**config.mk**
```make
export PLATFORM = sky130hd
export DESIGN_NAME = packet_modem_host_registers
export DESIGN_NICKNAME = d
export VERILOG_FILES = /design/src/modem_host_pkg.sv /design/src/packet_modem_host_registers.sv
export SDC_FILE = /design/constraint.sdc
export NUM_CORES = 1
export LEC_CHECK = 0
export BUFFER_PORTS_ARGS = -buffer_cell sky130_fd_sc_hd__buf_2
export CORE_MARGIN = 3
export CORE_UTILIZATION = 30
export CTS_CLUSTER_SIZE = 28
export DETAILED_ROUTE_END_ITERATION = 8
export PLACE_DENSITY = 0.52
export SYNTH_ARGS = -nofsm -noshare
export SYNTH_HDL_FRONTEND = slang
export SYNTH_SLANG_ARGS = --single-unit
export TNS_END_PERCENT = 50
```
**constraint.sdc**
```tcl
create_clock -name clk_in -period 1.8 [get_ports clk_in]
set_input_delay 0.18 -clock clk_in [delete_from_list [all_inputs] [get_ports clk_in]]
set_output_delay 0.18 -clock clk_in [all_outputs]
set_load 0.03 [all_outputs]
```
**src/modem_host_pkg.sv**
```systemverilog
/*
 * shared constants for the packet modem host register bank:
 * register selects, control and mode field positions, buffer size, timing.
 * assumes nothing beyond a systemverilog compiler.
 */
package modem_host_pkg;
    localparam int BUF_DEPTH = 12;
    localparam int PTR_W = 4;
    localparam logic [PTR_W-1:0] PTR_LAST = 4'hB;
    localparam logic [PTR_W-1:0] PTR_ZERO = 4'h0;
    // register selects, {reg_select_hi, reg_select_lo}
    localparam logic [1:0] SEL_DATA = 2'h0;
    localparam logic [1:0] SEL_CMD_STATUS = 2'h1;
    localparam logic [1:0] SEL_CTRL_QUALITY = 2'h2;
    localparam logic [1:0] SEL_MODE = 2'h3;
    // operating_control fields
    localparam int CTL_CLOCK_DIVIDE_SELECT_HI = 7;
    localparam int CTL_CLOCK_DIVIDE_SELECT_LO = 6;
    localparam int CTL_ALTERNATE_CHECKSUM_SELECT = 4;
    localparam int CTL_ALTERNATE_FILTER_SELECT = 3;
    localparam int CTL_TWO_LEVEL = 2;
    localparam int CTL_TOL = 1;
    localparam int CTL_HOLD = 0;
    // operating_mode fields
    localparam int MOD_IRQEN = 7;
    localparam int MOD_INVERT = 6;
    localparam int MOD_TX = 5;
    localparam int MOD_ZP = 4;
    localparam int MOD_POWER_SAVE = 3;
    localparam int MOD_STATUS_SYMBOL_IRQ_ENABLE = 2;
    localparam int MOD_NEXT_STATUS_SYMBOL_HI = 1;
    localparam int MOD_NEXT_STATUS_SYMBOL_LO = 0;
    // modem_status fields
    localparam int STS_IRQ = 7;
    localparam int STS_BUFFER_FREE_FLAG = 6;
    localparam int STS_STATUS_SYMBOL_READY = 5;
    localparam int STS_RECEIVED_STATUS_SYMBOL_HI = 1;
    localparam int STS_RECEIVED_STATUS_SYMBOL_LO = 0;
    localparam logic [7:0] RESET_BYTE = 8'h00;
    localparam logic [2:0] TASK_NULL = 3'h0;
    localparam logic [2:0] TASK_RESET = 3'h7;
    // divide ratios, four-level and two-level
    localparam logic [11:0] DIV4_0 = 12'h200;
    localparam logic [11:0] DIV4_1 = 12'h300;
    localparam logic [11:0] DIV4_2 = 12'h400;
    localparam logic [11:0] DIV4_3 = 12'h600;
    localparam logic [11:0] DIV2_0 = 12'h400;
    localparam logic [11:0] DIV2_1 = 12'h600;
    localparam logic [11:0] DIV2_2 = 12'h800;
    localparam logic [11:0] DIV2_3 = 12'hC00;
    // sync detector tolerances
    localparam logic [2:0] TOL4_LOW = 3'h3;
    localparam logic [2:0] TOL4_HIGH = 3'h7;
    localparam logic [2:0] TOL2 = 3'h5;
    localparam logic [4:0] SETTLE_SYMBOLS = 5'h14;
    localparam int BLOCK_BITS = 94;
    localparam logic [6:0] UNUSED_BIT_IDX = 7'(BLOCK_BITS - 1);
    localparam logic [6:0] BIT_ZERO = 7'h00;
    typedef enum logic [1:0] {
        ENG_IDLE,
        ENG_DRAIN,
        ENG_FILL
    } engine_e;
endpackage

```
**src/packet_modem_host_registers.sv**
```systemverilog
/*
 * host register bank of a packet radio modem: data block buffer,
 * command, status, control, mode and quality registers on an 8-bit bus.
 * assumes the host bus and the modem core are synchronous to clk_in and
 * that the core moves buffer words over a valid/ready pair.
 */
// Functional notes
// - two selects pick eight-bit registers, read/write
// - twelve byte buffer, auto advancing pointer
// - control 7:6 chooses crystal divide ratio
// - control bit 4 alternate checksum, four-level
// - control bit 3 alternate filter, four-level
// - control bit 2 two-level; change cancels task
// - four-level sync tolerance three or seven
// - two-level tolerance five, bit ignored
// - control bit 0 freezes level, timing
// - mode bit 7 lets the irq flag pull interrupt pin low
// - mode bit 6 inverts symbol polarity
// - mode bit 5 transmit; change cancels task
// - zero power stops all; commands ignored
// - powersave disables filters, extraction, output
// - twenty symbol settle after powersave ends
// - receive status symbol sets flags, value
// - transmit status symbol sets flags
// - no interrupt for two-level unused bit
// - mode 1:0 picks next transmit symbol
// - task clears free; drain sets free, irq
`timescale 1ns/1ps
module packet_modem_host_registers (
    input wire logic clk_in,
    input wire logic rst_in,
    // host bus
    input wire logic reg_select_lo_in,
    input wire logic reg_select_hi_in,
    input wire logic wr_strobe_in,
    input wire logic rd_strobe_in,
    input wire logic [7:0] wr_data_in,
    output logic [7:0] rd_data_out,
    output logic interrupt_pin_n_out,
    // modem core side: buffer words
    output logic core_word_valid_out,
    input wire logic core_word_ready_in,
    output logic [7:0] core_word_out,
    input wire logic core_word_valid_in,
    output logic core_word_ready_out,
    input wire logic [7:0] core_word_in,
    input wire logic core_block_done_in,
    // modem core side: events and state
    input wire logic status_symbol_event_in,
    input wire logic [1:0] status_symbol_value_in,
    input wire logic [6:0] block_bit_index_in,
    input wire logic symbol_tick_in,
    input wire logic [7:0] signal_quality_in,
    // decoded controls to the core
    output logic [2:0] task_code_out,
    output logic task_start_out,
    output logic task_cancel_out,
    output logic [11:0] symbol_divide_out,
    output logic alternate_checksum_select_out,
    output logic alternate_filter_select_out,
    output logic two_level_mode_out,
    output logic [2:0] sync_error_tolerance_out,
    output logic level_timing_hold_out,
    output logic invert_polarity_out,
    output logic transmit_select_out,
    output logic zero_power_out,
    output logic power_save_out,
    output logic output_settled_out,
    output logic [1:0] next_status_symbol_out
);
    import modem_host_pkg::*;

    typedef struct packed {
        // data block storage, one byte per entry
        logic [BUF_DEPTH-1:0][7:0] buf_mem;
        // host port position
        logic [PTR_W-1:0] host_ptr;
        // core side position
        logic [PTR_W-1:0] core_ptr;
        // two-entry buffer towards the core
        logic [1:0][7:0] skid_data;
        // occupancy of each entry
        logic [1:0] skid_full;
        // entry written next
        logic skid_wr;
        // entry read next
        logic skid_rd;
        // transfer engine state
        engine_e engine;
        // write-only control byte
        logic [7:0] control_reg;
        // write-only mode byte
        logic [7:0] mode_reg;
        // last task code started
        logic [2:0] task_reg;
        // one cycle start strobe
        logic task_start;
        // one cycle cancel strobe
        logic task_cancel;
        // sticky interrupt flag
        logic irq_flag;
        // host may touch the buffer
        logic buffer_free_flag;
        // sticky status symbol flag
        logic status_symbol_ready;
        // last received status symbol
        logic [1:0] received_status_symbol;
        // registered read data
        logic [7:0] rd_data;
        // symbols left before output settles
        logic [4:0] settle_count;
    } state_s;

    state_s state_reg, state_next;

    // shared register select decode
    function automatic logic hit(input logic [1:0] sel, input logic [1:0] want);
        hit = (sel == want);
    endfunction

    // ratio table for the symbol divider
    function automatic logic [11:0] divide_ratio(input logic [1:0] ck, input logic two);
        case (ck)
            2'h0: divide_ratio = two ? DIV2_0 : DIV4_0;
            2'h1: divide_ratio = two ? DIV2_1 : DIV4_1;
            2'h2: divide_ratio = two ? DIV2_2 : DIV4_2;
            default: divide_ratio = two ? DIV2_3 : DIV4_3;
        endcase
    endfunction

    // combined register select
    logic [1:0] sel;

    // transmit direction from the mode byte
    logic tx_mode;

    // two-level operation from the control byte
    logic two_level;

    // host writes the command register
    logic cmd_write;

    // buffer towards the core has room
    logic skid_in_ready;

    // buffer towards the core holds a word
    logic skid_out_valid;

    // status symbol event that may raise flags
    logic ss_event_ok;

    assign sel = {reg_select_hi_in, reg_select_lo_in};
    assign tx_mode = state_reg.mode_reg[MOD_TX];
    assign two_level = state_reg.control_reg[CTL_TWO_LEVEL];
    assign cmd_write = wr_strobe_in && hit(sel, SEL_CMD_STATUS);
    assign skid_in_ready = !state_reg.skid_full[state_reg.skid_wr];
    assign skid_out_valid = state_reg.skid_full[state_reg.skid_rd];
    // the unused two-level block bit raises nothing
    assign ss_event_ok = status_symbol_event_in && state_reg.mode_reg[MOD_STATUS_SYMBOL_IRQ_ENABLE]
        && !(two_level && block_bit_index_in == UNUSED_BIT_IDX);

    // next-state logic for the whole bank
    always_comb begin
        logic push;
        logic pop;
        logic [1:0] sym;
        push = 1'b0;
        pop = 1'b0;
        sym = 2'h0;
        state_next = state_reg;
        state_next.task_start = 1'b0;
        state_next.task_cancel = 1'b0;

        // host writes to the write-only registers
        if (wr_strobe_in && hit(sel, SEL_CTRL_QUALITY)) begin
            state_next.control_reg = wr_data_in;
            if (wr_data_in[CTL_TWO_LEVEL] != two_level) begin
                state_next.task_cancel = 1'b1;
            end
        end
        if (wr_strobe_in && hit(sel, SEL_MODE)) begin
            state_next.mode_reg = wr_data_in;
            if (wr_data_in[MOD_TX] != tx_mode) begin
                state_next.task_cancel = 1'b1;
            end
        end
        // command decode needs the clock, so zero power drops it
        if (cmd_write && !state_reg.mode_reg[MOD_ZP]) begin
            if (wr_data_in[2:0] == TASK_RESET) begin
                state_next.task_cancel = 1'b1;
            end else if (wr_data_in[2:0] != TASK_NULL) begin
                state_next.task_reg = wr_data_in[2:0];
                state_next.task_start = 1'b1;
                state_next.buffer_free_flag = 1'b0;
                state_next.core_ptr = PTR_ZERO;
                state_next.engine = tx_mode ? ENG_DRAIN : ENG_FILL;
            end
        end
        if (state_next.task_cancel) begin
            state_next.engine = ENG_IDLE;
            state_next.buffer_free_flag = 1'b1;
            state_next.skid_full = 2'b00;
        end

        // host side of the buffer: pointer advances per access
        if (wr_strobe_in && hit(sel, SEL_DATA)) begin
            state_next.buf_mem[state_reg.host_ptr] = wr_data_in;
            state_next.host_ptr = (state_reg.host_ptr == PTR_LAST) ? PTR_ZERO
                : state_reg.host_ptr + 1'b1;
        end else if (rd_strobe_in && hit(sel, SEL_DATA)) begin
            state_next.host_ptr = (state_reg.host_ptr == PTR_LAST) ? PTR_ZERO
                : state_reg.host_ptr + 1'b1;
        end
        if (cmd_write || state_next.task_cancel) begin
            state_next.host_ptr = PTR_ZERO;
        end

        // core side: drain to the core through the two-entry skid buffer
        push = (state_reg.engine == ENG_DRAIN) && skid_in_ready && !state_reg.task_cancel;
        pop = skid_out_valid && core_word_ready_in;
        if (push) begin
            state_next.skid_data[state_reg.skid_wr] = state_reg.buf_mem[state_reg.core_ptr];
            state_next.skid_full[state_reg.skid_wr] = 1'b1;
            state_next.skid_wr = ~state_reg.skid_wr;
            if (state_reg.core_ptr == PTR_LAST) begin
                state_next.engine = ENG_IDLE;
                state_next.buffer_free_flag = 1'b1;
                state_next.irq_flag = 1'b1;
            end else begin
                state_next.core_ptr = state_reg.core_ptr + 1'b1;
            end
        end
        if (pop) begin
            state_next.skid_full[state_reg.skid_rd] = 1'b0;
            state_next.skid_rd = ~state_reg.skid_rd;
        end
        // receive fill from the core, block done frees the buffer
        if (state_reg.engine == ENG_FILL && core_word_valid_in) begin
            state_next.buf_mem[state_reg.core_ptr] = core_word_in;
            state_next.core_ptr = (state_reg.core_ptr == PTR_LAST) ? PTR_LAST
                : state_reg.core_ptr + 1'b1;
        end
        if (state_reg.engine == ENG_FILL && core_block_done_in) begin
            state_next.engine = ENG_IDLE;
            state_next.buffer_free_flag = 1'b1;
            state_next.irq_flag = 1'b1;
        end

        // status read clears the sticky flags; new events win over the clear
        if (rd_strobe_in && hit(sel, SEL_CMD_STATUS)) begin
            state_next.irq_flag = 1'b0;
            state_next.status_symbol_ready = 1'b0;
        end
        if (ss_event_ok) begin
            state_next.irq_flag = 1'b1;
            state_next.status_symbol_ready = 1'b1;
            if (!tx_mode) begin
                state_next.received_status_symbol = status_symbol_value_in;
            end
        end
        // a finished drain or fill wins over a clear by a status read
        if (push && state_reg.core_ptr == PTR_LAST) begin
            state_next.irq_flag = 1'b1;
        end
        if (state_reg.engine == ENG_FILL && core_block_done_in) begin
            state_next.irq_flag = 1'b1;
        end

        // read data mux; the fourth read address returns zero
        case (sel)
            SEL_DATA: state_next.rd_data = state_reg.buf_mem[state_reg.host_ptr];
            SEL_CMD_STATUS: begin
                state_next.rd_data = RESET_BYTE;
                state_next.rd_data[STS_IRQ] = state_reg.irq_flag;
                state_next.rd_data[STS_BUFFER_FREE_FLAG] = state_reg.buffer_free_flag;
                state_next.rd_data[STS_STATUS_SYMBOL_READY] = state_reg.status_symbol_ready;
                state_next.rd_data[STS_RECEIVED_STATUS_SYMBOL_HI:STS_RECEIVED_STATUS_SYMBOL_LO] = state_reg.received_status_symbol;
            end
            SEL_CTRL_QUALITY: state_next.rd_data = signal_quality_in;
            default: state_next.rd_data = RESET_BYTE;
        endcase

        // settle counter after leaving powersave
        if (state_reg.mode_reg[MOD_POWER_SAVE] && !state_next.mode_reg[MOD_POWER_SAVE]) begin
            state_next.settle_count = SETTLE_SYMBOLS;
        end else if (state_next.mode_reg[MOD_POWER_SAVE]) begin
            state_next.settle_count = SETTLE_SYMBOLS;
        end else if (symbol_tick_in && state_reg.settle_count != 5'h00) begin
            state_next.settle_count = state_reg.settle_count - 1'b1;
        end

        sym = state_reg.mode_reg[MOD_NEXT_STATUS_SYMBOL_HI:MOD_NEXT_STATUS_SYMBOL_LO];
        if (two_level) begin
            sym[MOD_NEXT_STATUS_SYMBOL_LO] = 1'b0;
        end
        next_status_symbol_out = tx_mode ? sym : 2'h0;

        // synchronous reset clears every field except buffer_free_flag, which it sets
        if (rst_in) begin
            state_next = '0;
            state_next.buffer_free_flag = 1'b1;
            state_next.engine = ENG_IDLE;
            state_next.settle_count = 5'h00;
        end
    end

    // one register stage for the whole state
    always_ff @(posedge clk_in) begin
        state_reg <= state_next;
    end

    // decoded control outputs
    // read data comes straight from its flip-flops
    assign rd_data_out = state_reg.rd_data;

    // pin pulled low only while enabled and flagged
    assign interrupt_pin_n_out = !(state_reg.mode_reg[MOD_IRQEN] && state_reg.irq_flag);

    // transmit words offered from the buffer head
    assign core_word_valid_out = skid_out_valid;

    // head word of the buffer
    assign core_word_out = state_reg.skid_data[state_reg.skid_rd];

    // receive words accepted while filling
    assign core_word_ready_out = (state_reg.engine == ENG_FILL);

    // task code held for the core
    assign task_code_out = state_reg.task_reg;

    // start strobe for the core
    assign task_start_out = state_reg.task_start;

    // cancel strobe for the core
    assign task_cancel_out = state_reg.task_cancel;

    // crystal to symbol divide ratio
    assign symbol_divide_out = divide_ratio(
        state_reg.control_reg[CTL_CLOCK_DIVIDE_SELECT_HI:CTL_CLOCK_DIVIDE_SELECT_LO], two_level);

    // alternate checksum only counts in four-level
    assign alternate_checksum_select_out = state_reg.control_reg[CTL_ALTERNATE_CHECKSUM_SELECT] && !two_level;

    // alternate filter only counts in four-level
    assign alternate_filter_select_out = state_reg.control_reg[CTL_ALTERNATE_FILTER_SELECT] && !two_level;

    // two-level operation
    assign two_level_mode_out = two_level;

    // sync detector error budget
    assign sync_error_tolerance_out = two_level ? TOL2
        : (state_reg.control_reg[CTL_TOL] ? TOL4_HIGH : TOL4_LOW);

    // freeze of level and timing correction
    assign level_timing_hold_out = state_reg.control_reg[CTL_HOLD];

    // symbol polarity inversion
    assign invert_polarity_out = state_reg.mode_reg[MOD_INVERT];

    // transmit direction
    assign transmit_select_out = tx_mode;

    // whole device powered down
    assign zero_power_out = state_reg.mode_reg[MOD_ZP];

    // filters and extraction off, also under zero power
    assign power_save_out = state_reg.mode_reg[MOD_POWER_SAVE] || state_reg.mode_reg[MOD_ZP];

    // output valid once the settle count has run out
    assign output_settled_out = !power_save_out && (state_reg.settle_count == 5'h00);
endmodule

```
Word level (Yosys, flattened, before mapping):

Cells that the tools add are included.

* add/subtract/negate cells: 3
* magnitude comparators: 8
* equality and inequality tests: 13
* mux-type cells: 78
* bitwise operators: 8
* reduce and logical (&&, ||, !) cells: 53

Operator list (count)
* 96-bit bitwise mux: 2
* 96-bit two-way mux: 2
* 8-bit binary-select mux with 4-bit select: 2
* 8-bit demux with 4-bit select: 2
* 8-bit two-way mux: 7
* 4-bit two-way mux: 11
* 12-bit one-hot mux with 3 select lines: 1
* 1-bit logical AND: 26
* 2-bit two-way mux: 13
* 12-bit two-way mux: 2
* 8-bit one-hot mux with 3 select lines: 1
* 23-bit two-way mux: 1
* 1-bit two-way mux: 22
* 11-bit two-way mux: 2
* 16-bit bitwise mux: 1
* 5-bit two-way mux: 3
* 5-bit nonzero test: 3
* 4-bit by 5-bit less-than comparator with 1-bit output, second input constant: 2
* 3-bit two-way mux: 3
* 4-bit by 1-bit adder with 4-bit output, second input constant: 2
* 8-bit demux with 1-bit select: 1
* 2-bit == test, second input constant: 4
* 4-bit == test, second input constant: 2
* 4-bit by 1-bit greater-or-equal comparator with 1-bit output, second input constant: 2
* 22 further kinds: 46

* register bits after elaboration: 165
* bits of input ports: 44
* output and inout bits: 50
* logic and storage cells: 196

Longest topological paths before layout:

* word-level depth: 14
* gate-level depth with buffers: 9
* depth with buffers taken out: 7

Worst setup path before layout:

No wires, ideal clock.

* path type: register to register
* from: reg state_reg[62] (netlist name)
* to: reg state_reg[108] (netlist name)
* library setup time: 0.086 ns
* arrival: 1.824 ns
* setup slack: -0.109 ns
* stages on the path, launching flop included: 10
* clock period less this slack: 1.909 ns
* cells stage by stage: dfxtp_1 buf_4 buf_4 buf_2 inv_1 ha_1 nand2_1 clkbuf_1 nor2_1 a211oi_1

* longest elaborated chain between the ends: 6
* elaborated cells on any way between the ends: 7
* classes of those cells: order compare: 2; mux: 4; reduce/logical: 1

RTL lines
* start: declaration: line packet_modem_host_registers.sv:114 `state_s state_reg, state_next;`
* start signal: assignment: line packet_modem_host_registers.sv:309 `state_reg <= state_next;`
* 4-bit by 5-bit less-than comparator with 1-bit output (not written as such) / 4-bit by 1-bit greater-or-equal comparator with 1-bit output (equally long branches): line packet_modem_host_registers.sv:239 `state_next.buf_mem[state_reg.core_ptr] = core_word_in;`
* 1-bit logical AND (not written as such): line packet_modem_host_registers.sv:239
* 8-bit two-way mux (not written as such): line packet_modem_host_registers.sv:239
* 8-bit demux with 4-bit select (*): line packet_modem_host_registers.sv:239
* 96-bit bitwise mux (*): line packet_modem_host_registers.sv:239
* 96-bit two-way mux (*): line packet_modem_host_registers.sv:238 `if (state_reg.engine == ENG_FILL && core_word_valid_in) begin`

Every way passes the cells marked *; elsewhere a longest branch is shown, timed or not.
A chain may end at the register's enable or synchronous reset.

Final worst setup path:

* from: reg state_reg[0] (netlist name)
* to: out output_settled_out

* longest elaborated chain between the ends: 2

RTL lines
* 5-bit zero test: line packet_modem_host_registers.sv:370 `assign output_settled_out = !power_save_out && (state_reg.settle_count == 5'h00);`
* 1-bit logical AND: line packet_modem_host_registers.sv:370
* end: declaration: line packet_modem_host_registers.sv:68 `output logic output_settled_out,`

Every way passes these cells.

==> flow_summary.json <==
{
  "outcome": "finished with violations",
  "violations": "negative setup slack",
  "synth_cells": 956,
  "top_usage_layer": "met2",
  "start_util": 0.309,
  "io_buffers": 84,
  "fin_crit_sh": 1.03,
  "tns_ns": -0.335,
  "drt_iter0_markers": 683,
  "finalWorstSetupSlack_ns": -0.0530,
  "crit_family": "simple AND/OR/NAND/NOR gates",
  "power.density_nw_per_um2": 776,
  "dpl.hpwl_mm": 21.0,
  "finalPower_uw": 9060,
  "cts_buffers": 17,
  "viasPerCell": 5.33,
  "crit_slowest_cell": "or4b_4",
  "hp-class": "in -> reg",
  "vdd_ir_drop_max_mv": 0.567,
  "rsz0062_at_grt": "yes",
  "yosysSeqAreaShare": 0.352,
  "min_period_ns": 1.85,
  "overflow": 0,
  "die_x_um": 182,
  "crit_chain": "inv_2 > ha_4 > or4b_4 > nor2_4 > buf_6",
  "largest_register_ffs": 130,
  "ys_seq_elements": 164,
  "wl_mm": 30.3,
  "antenna_found_initial": 0,
  "setup_violations": 14,
  "drc_errors": 0,
  "yosys_warnings": 0,
  "areaGrowthSynthToFinish_pct": 24.9,
  "post_drt_wl_per_cell_um": 20.7,
  "dr.pass1.iters": 4,
  "synth-edff-count": 0,
  "die_h_um": 182,
  "yosys.cell_types.count": 65,
  "cp-start-kind": "register",
  "htree_num_levels": 4,
  "hold_violations": 0,
  "gr-usage-met1": 0.258,
  "rows": 63,
  "clk_path_buf_depth": 2,
  "via_count": 7806,
  "synthArstFlopShare": 0,
  "die_area_um2": 33300,
  "synth_area_um2": 9340,
  "cts_tree": "done",
  "ant_nets": 0,
  "drive_above_1_share": 0.330,
  "drv_cap": 0,
  "post-place-ws_ns": -0.125,
  "avgSynthCellArea_um2": 9.77,
  "crit_path_max_fanout": 2,
  "grt_max_degree": 69,
  "grt_pass1_wl_mm": 45.9,
  "p_leak_uw": 0.00496,
  "final_nets": 1116,
  "crit_path_end_kind": "output pin",
  "clkTransAtPathRegs_ns": 0.08,
  "use_met2": 0.268,
  "worstPathRequired_ns": 1.62,
  "critical_path_class": "reg -> out",
  "max_stage_delay_ns": 0.48,
  "clkSinkCount": 164,
  "groute.layer.met3.usage": 0.0369,
  "core_um2": 30200,
  "io_pins": 94,
  "grt_usage": 0.178,
  "antennaDiodeCount": 0,
  "cts-root-buf": "clkbuf_16",
  "cp_num_buf_inv": 2,
  "arrival_ns": 1.67,
  "fmax_mhz": 540,
  "synth_ff_type": "dfxtp_1",
  "gp_congestion": 0.902,
  "first_global_vias": 7501,
  "whs_ns": 0.0547,
  "skew_ns": 0.0112,
  "clk_latency_ns": 0.43,
  "final-max-slew-violation-count": 0
}
-- kinds of logic after synthesis --
family	count (synthesis)	synth area share
other	2	0.000804
flip-flops	164	0.352
buffers and inverters	121	0.0712
adder cells (fa/ha/maj)	10	0.0134
multiplexers	173	0.257
AO/OA/AOI/OAI	196	0.150
XOR/XNOR	7	0.00657
AND/OR/NAND/NOR	283	0.149
-- synthesized netlist by cell type (2+ instances only) --
library cell	instances	area share
and3_1	2	0.0013
o211ai_1	2	0.0016
or3_1	2	0.0013
o21ai_0	6	0.0032
or2_2	6	0.0040
a2111oi_0	3	0.0028
xnor2_1	4	0.0038
and2_1	4	0.0027
a21oi_2	3	0.0028
nand2_2	5	0.0034
xor2_1	3	0.0028
a22oi_1	4	0.0032
nand2b_1	3	0.0020
nand3_2	2	0.0021
inv_1	18	0.0072
buf_12	2	0.0043
buf_4	26	0.021
a211oi_1	108	0.087
nor3_1	5	0.0027
clkbuf_1	42	0.017
mux4_1	14	0.039
buf_1	2	0.00080
conb_1	2	0.00080
mux2i_1	116	0.12
buf_2	24	0.013
nand2_1	46	0.018
mux4_2	34	0.082
nor2_1	157	0.063
mux2_2	9	0.011
a221oi_1	6	0.0056
nand4b_1	2	0.0019
buf_6	5	0.0060
nor2b_1	11	0.0074
nand3b_1	2	0.0016
dfxtp_1	164	0.35
a311oi_1	11	0.010
nor2_2	3	0.0020
ha_1	10	0.013
nand4_2	11	0.015
nand3_1	10	0.0054
a21oi_1	43	0.023
-- cells in the final DEF (no fill, tap or decap), drive strengths merged, types with 3 or more instances in the layout --
cell	netlist	routed
mux2i	116	116
conb	2	9
dlygate4sd3	0	8
nand2b	3	3
clkbuf	43	19
nand3	12	12
nor2	161	161
buf	60	173
or2	7	7
and2	4	4
nand4	12	12
clkinv	0	6
mux2	9	9
a311oi	12	12
nor3	5	5
inv	18	23
ha	10	10
nand3b	3	3
o21ai	7	7
xor2	3	3
a22oi	5	5
nor2b	11	11
a221oi	6	6
dfxtp	164	164
a2111oi	3	3
xnor2	4	4
a211oi	108	108
nand2	52	52
a21oi	46	46
mux4	48	48
-- report_power, final --
group          leakage, uW  switching (uW)  internal [uW]
clock             0.000290            1710           2090
combinational      0.00335             816            641
sequential         0.00133            79.0           3730
total              0.00496            2600           6450
-- stage by stage --
| stage | instance area [um^2] | std cells | utilization |
|---|---|---|---|
| 2_1_floorplan | 9380 | 963 | - |
| 3_3_place_gp | 10500 | 1410 | 0.347 |
| 3_5_place_dp | 10500 | 1410 | 0.347 |
| 4_1_cts | 11300 | 1456 | 0.376 |
| 5_1_grt | 11700 | 1465 | 0.386 |
| 6_report | 11700 | 1465 | 0.386 |
-- per-layer routing --
layer  part of all wire  wire length, um  vias up
met5                  0                0        -
met4              0.021              642        0
met3              0.061             1850       41
met2               0.44            13300      267
met1               0.48            14600     3792
li1                   -                -     3706
-- layout make-up --
type,instances,area (um^2)
fillers,2981,18500
multi-input cells,678,5660
flip-flops and latches,164,3290
repair buffers,183,1560
well taps,390,488
clock buffers,17,425
clock inverters,15,171
inverters,18,67.6
-- worst paths after layout --
path	cells past startpoint	endpoint	slack [ns]	start
max reg2reg	8	rd_data_out[5]	-0.05	state_reg[65]
max	5	output_settled_out	-0.05	state_reg[0]
min	3	rd_data_out[3]	0.05	signal_quality_in[3]
min reg2reg	2	state_reg[34]	0.46	state_reg[34]
-- worst reg2reg max path, cell delays in order, from the launching register on --
cell      delay [ns]
dfxtp_4         0.40
buf_12          0.12
buf_12          0.11
mux4_2          0.53
a22oi_2         0.21
buf_4           0.15
a221oi_2        0.06
a21oi_1         0.12
nor2_1          0.05
-- what timing repair did --
action,CTS,global route
endpoints found under the hold margin,8,0
gates resized for setup,38,63
cloned,1,2
hold buffers,8,0
buffers inserted,5,7
pin swaps,8,12
setup endpoints to repair,111,109
No activity file was read; power rests on OpenSTA's default activity.
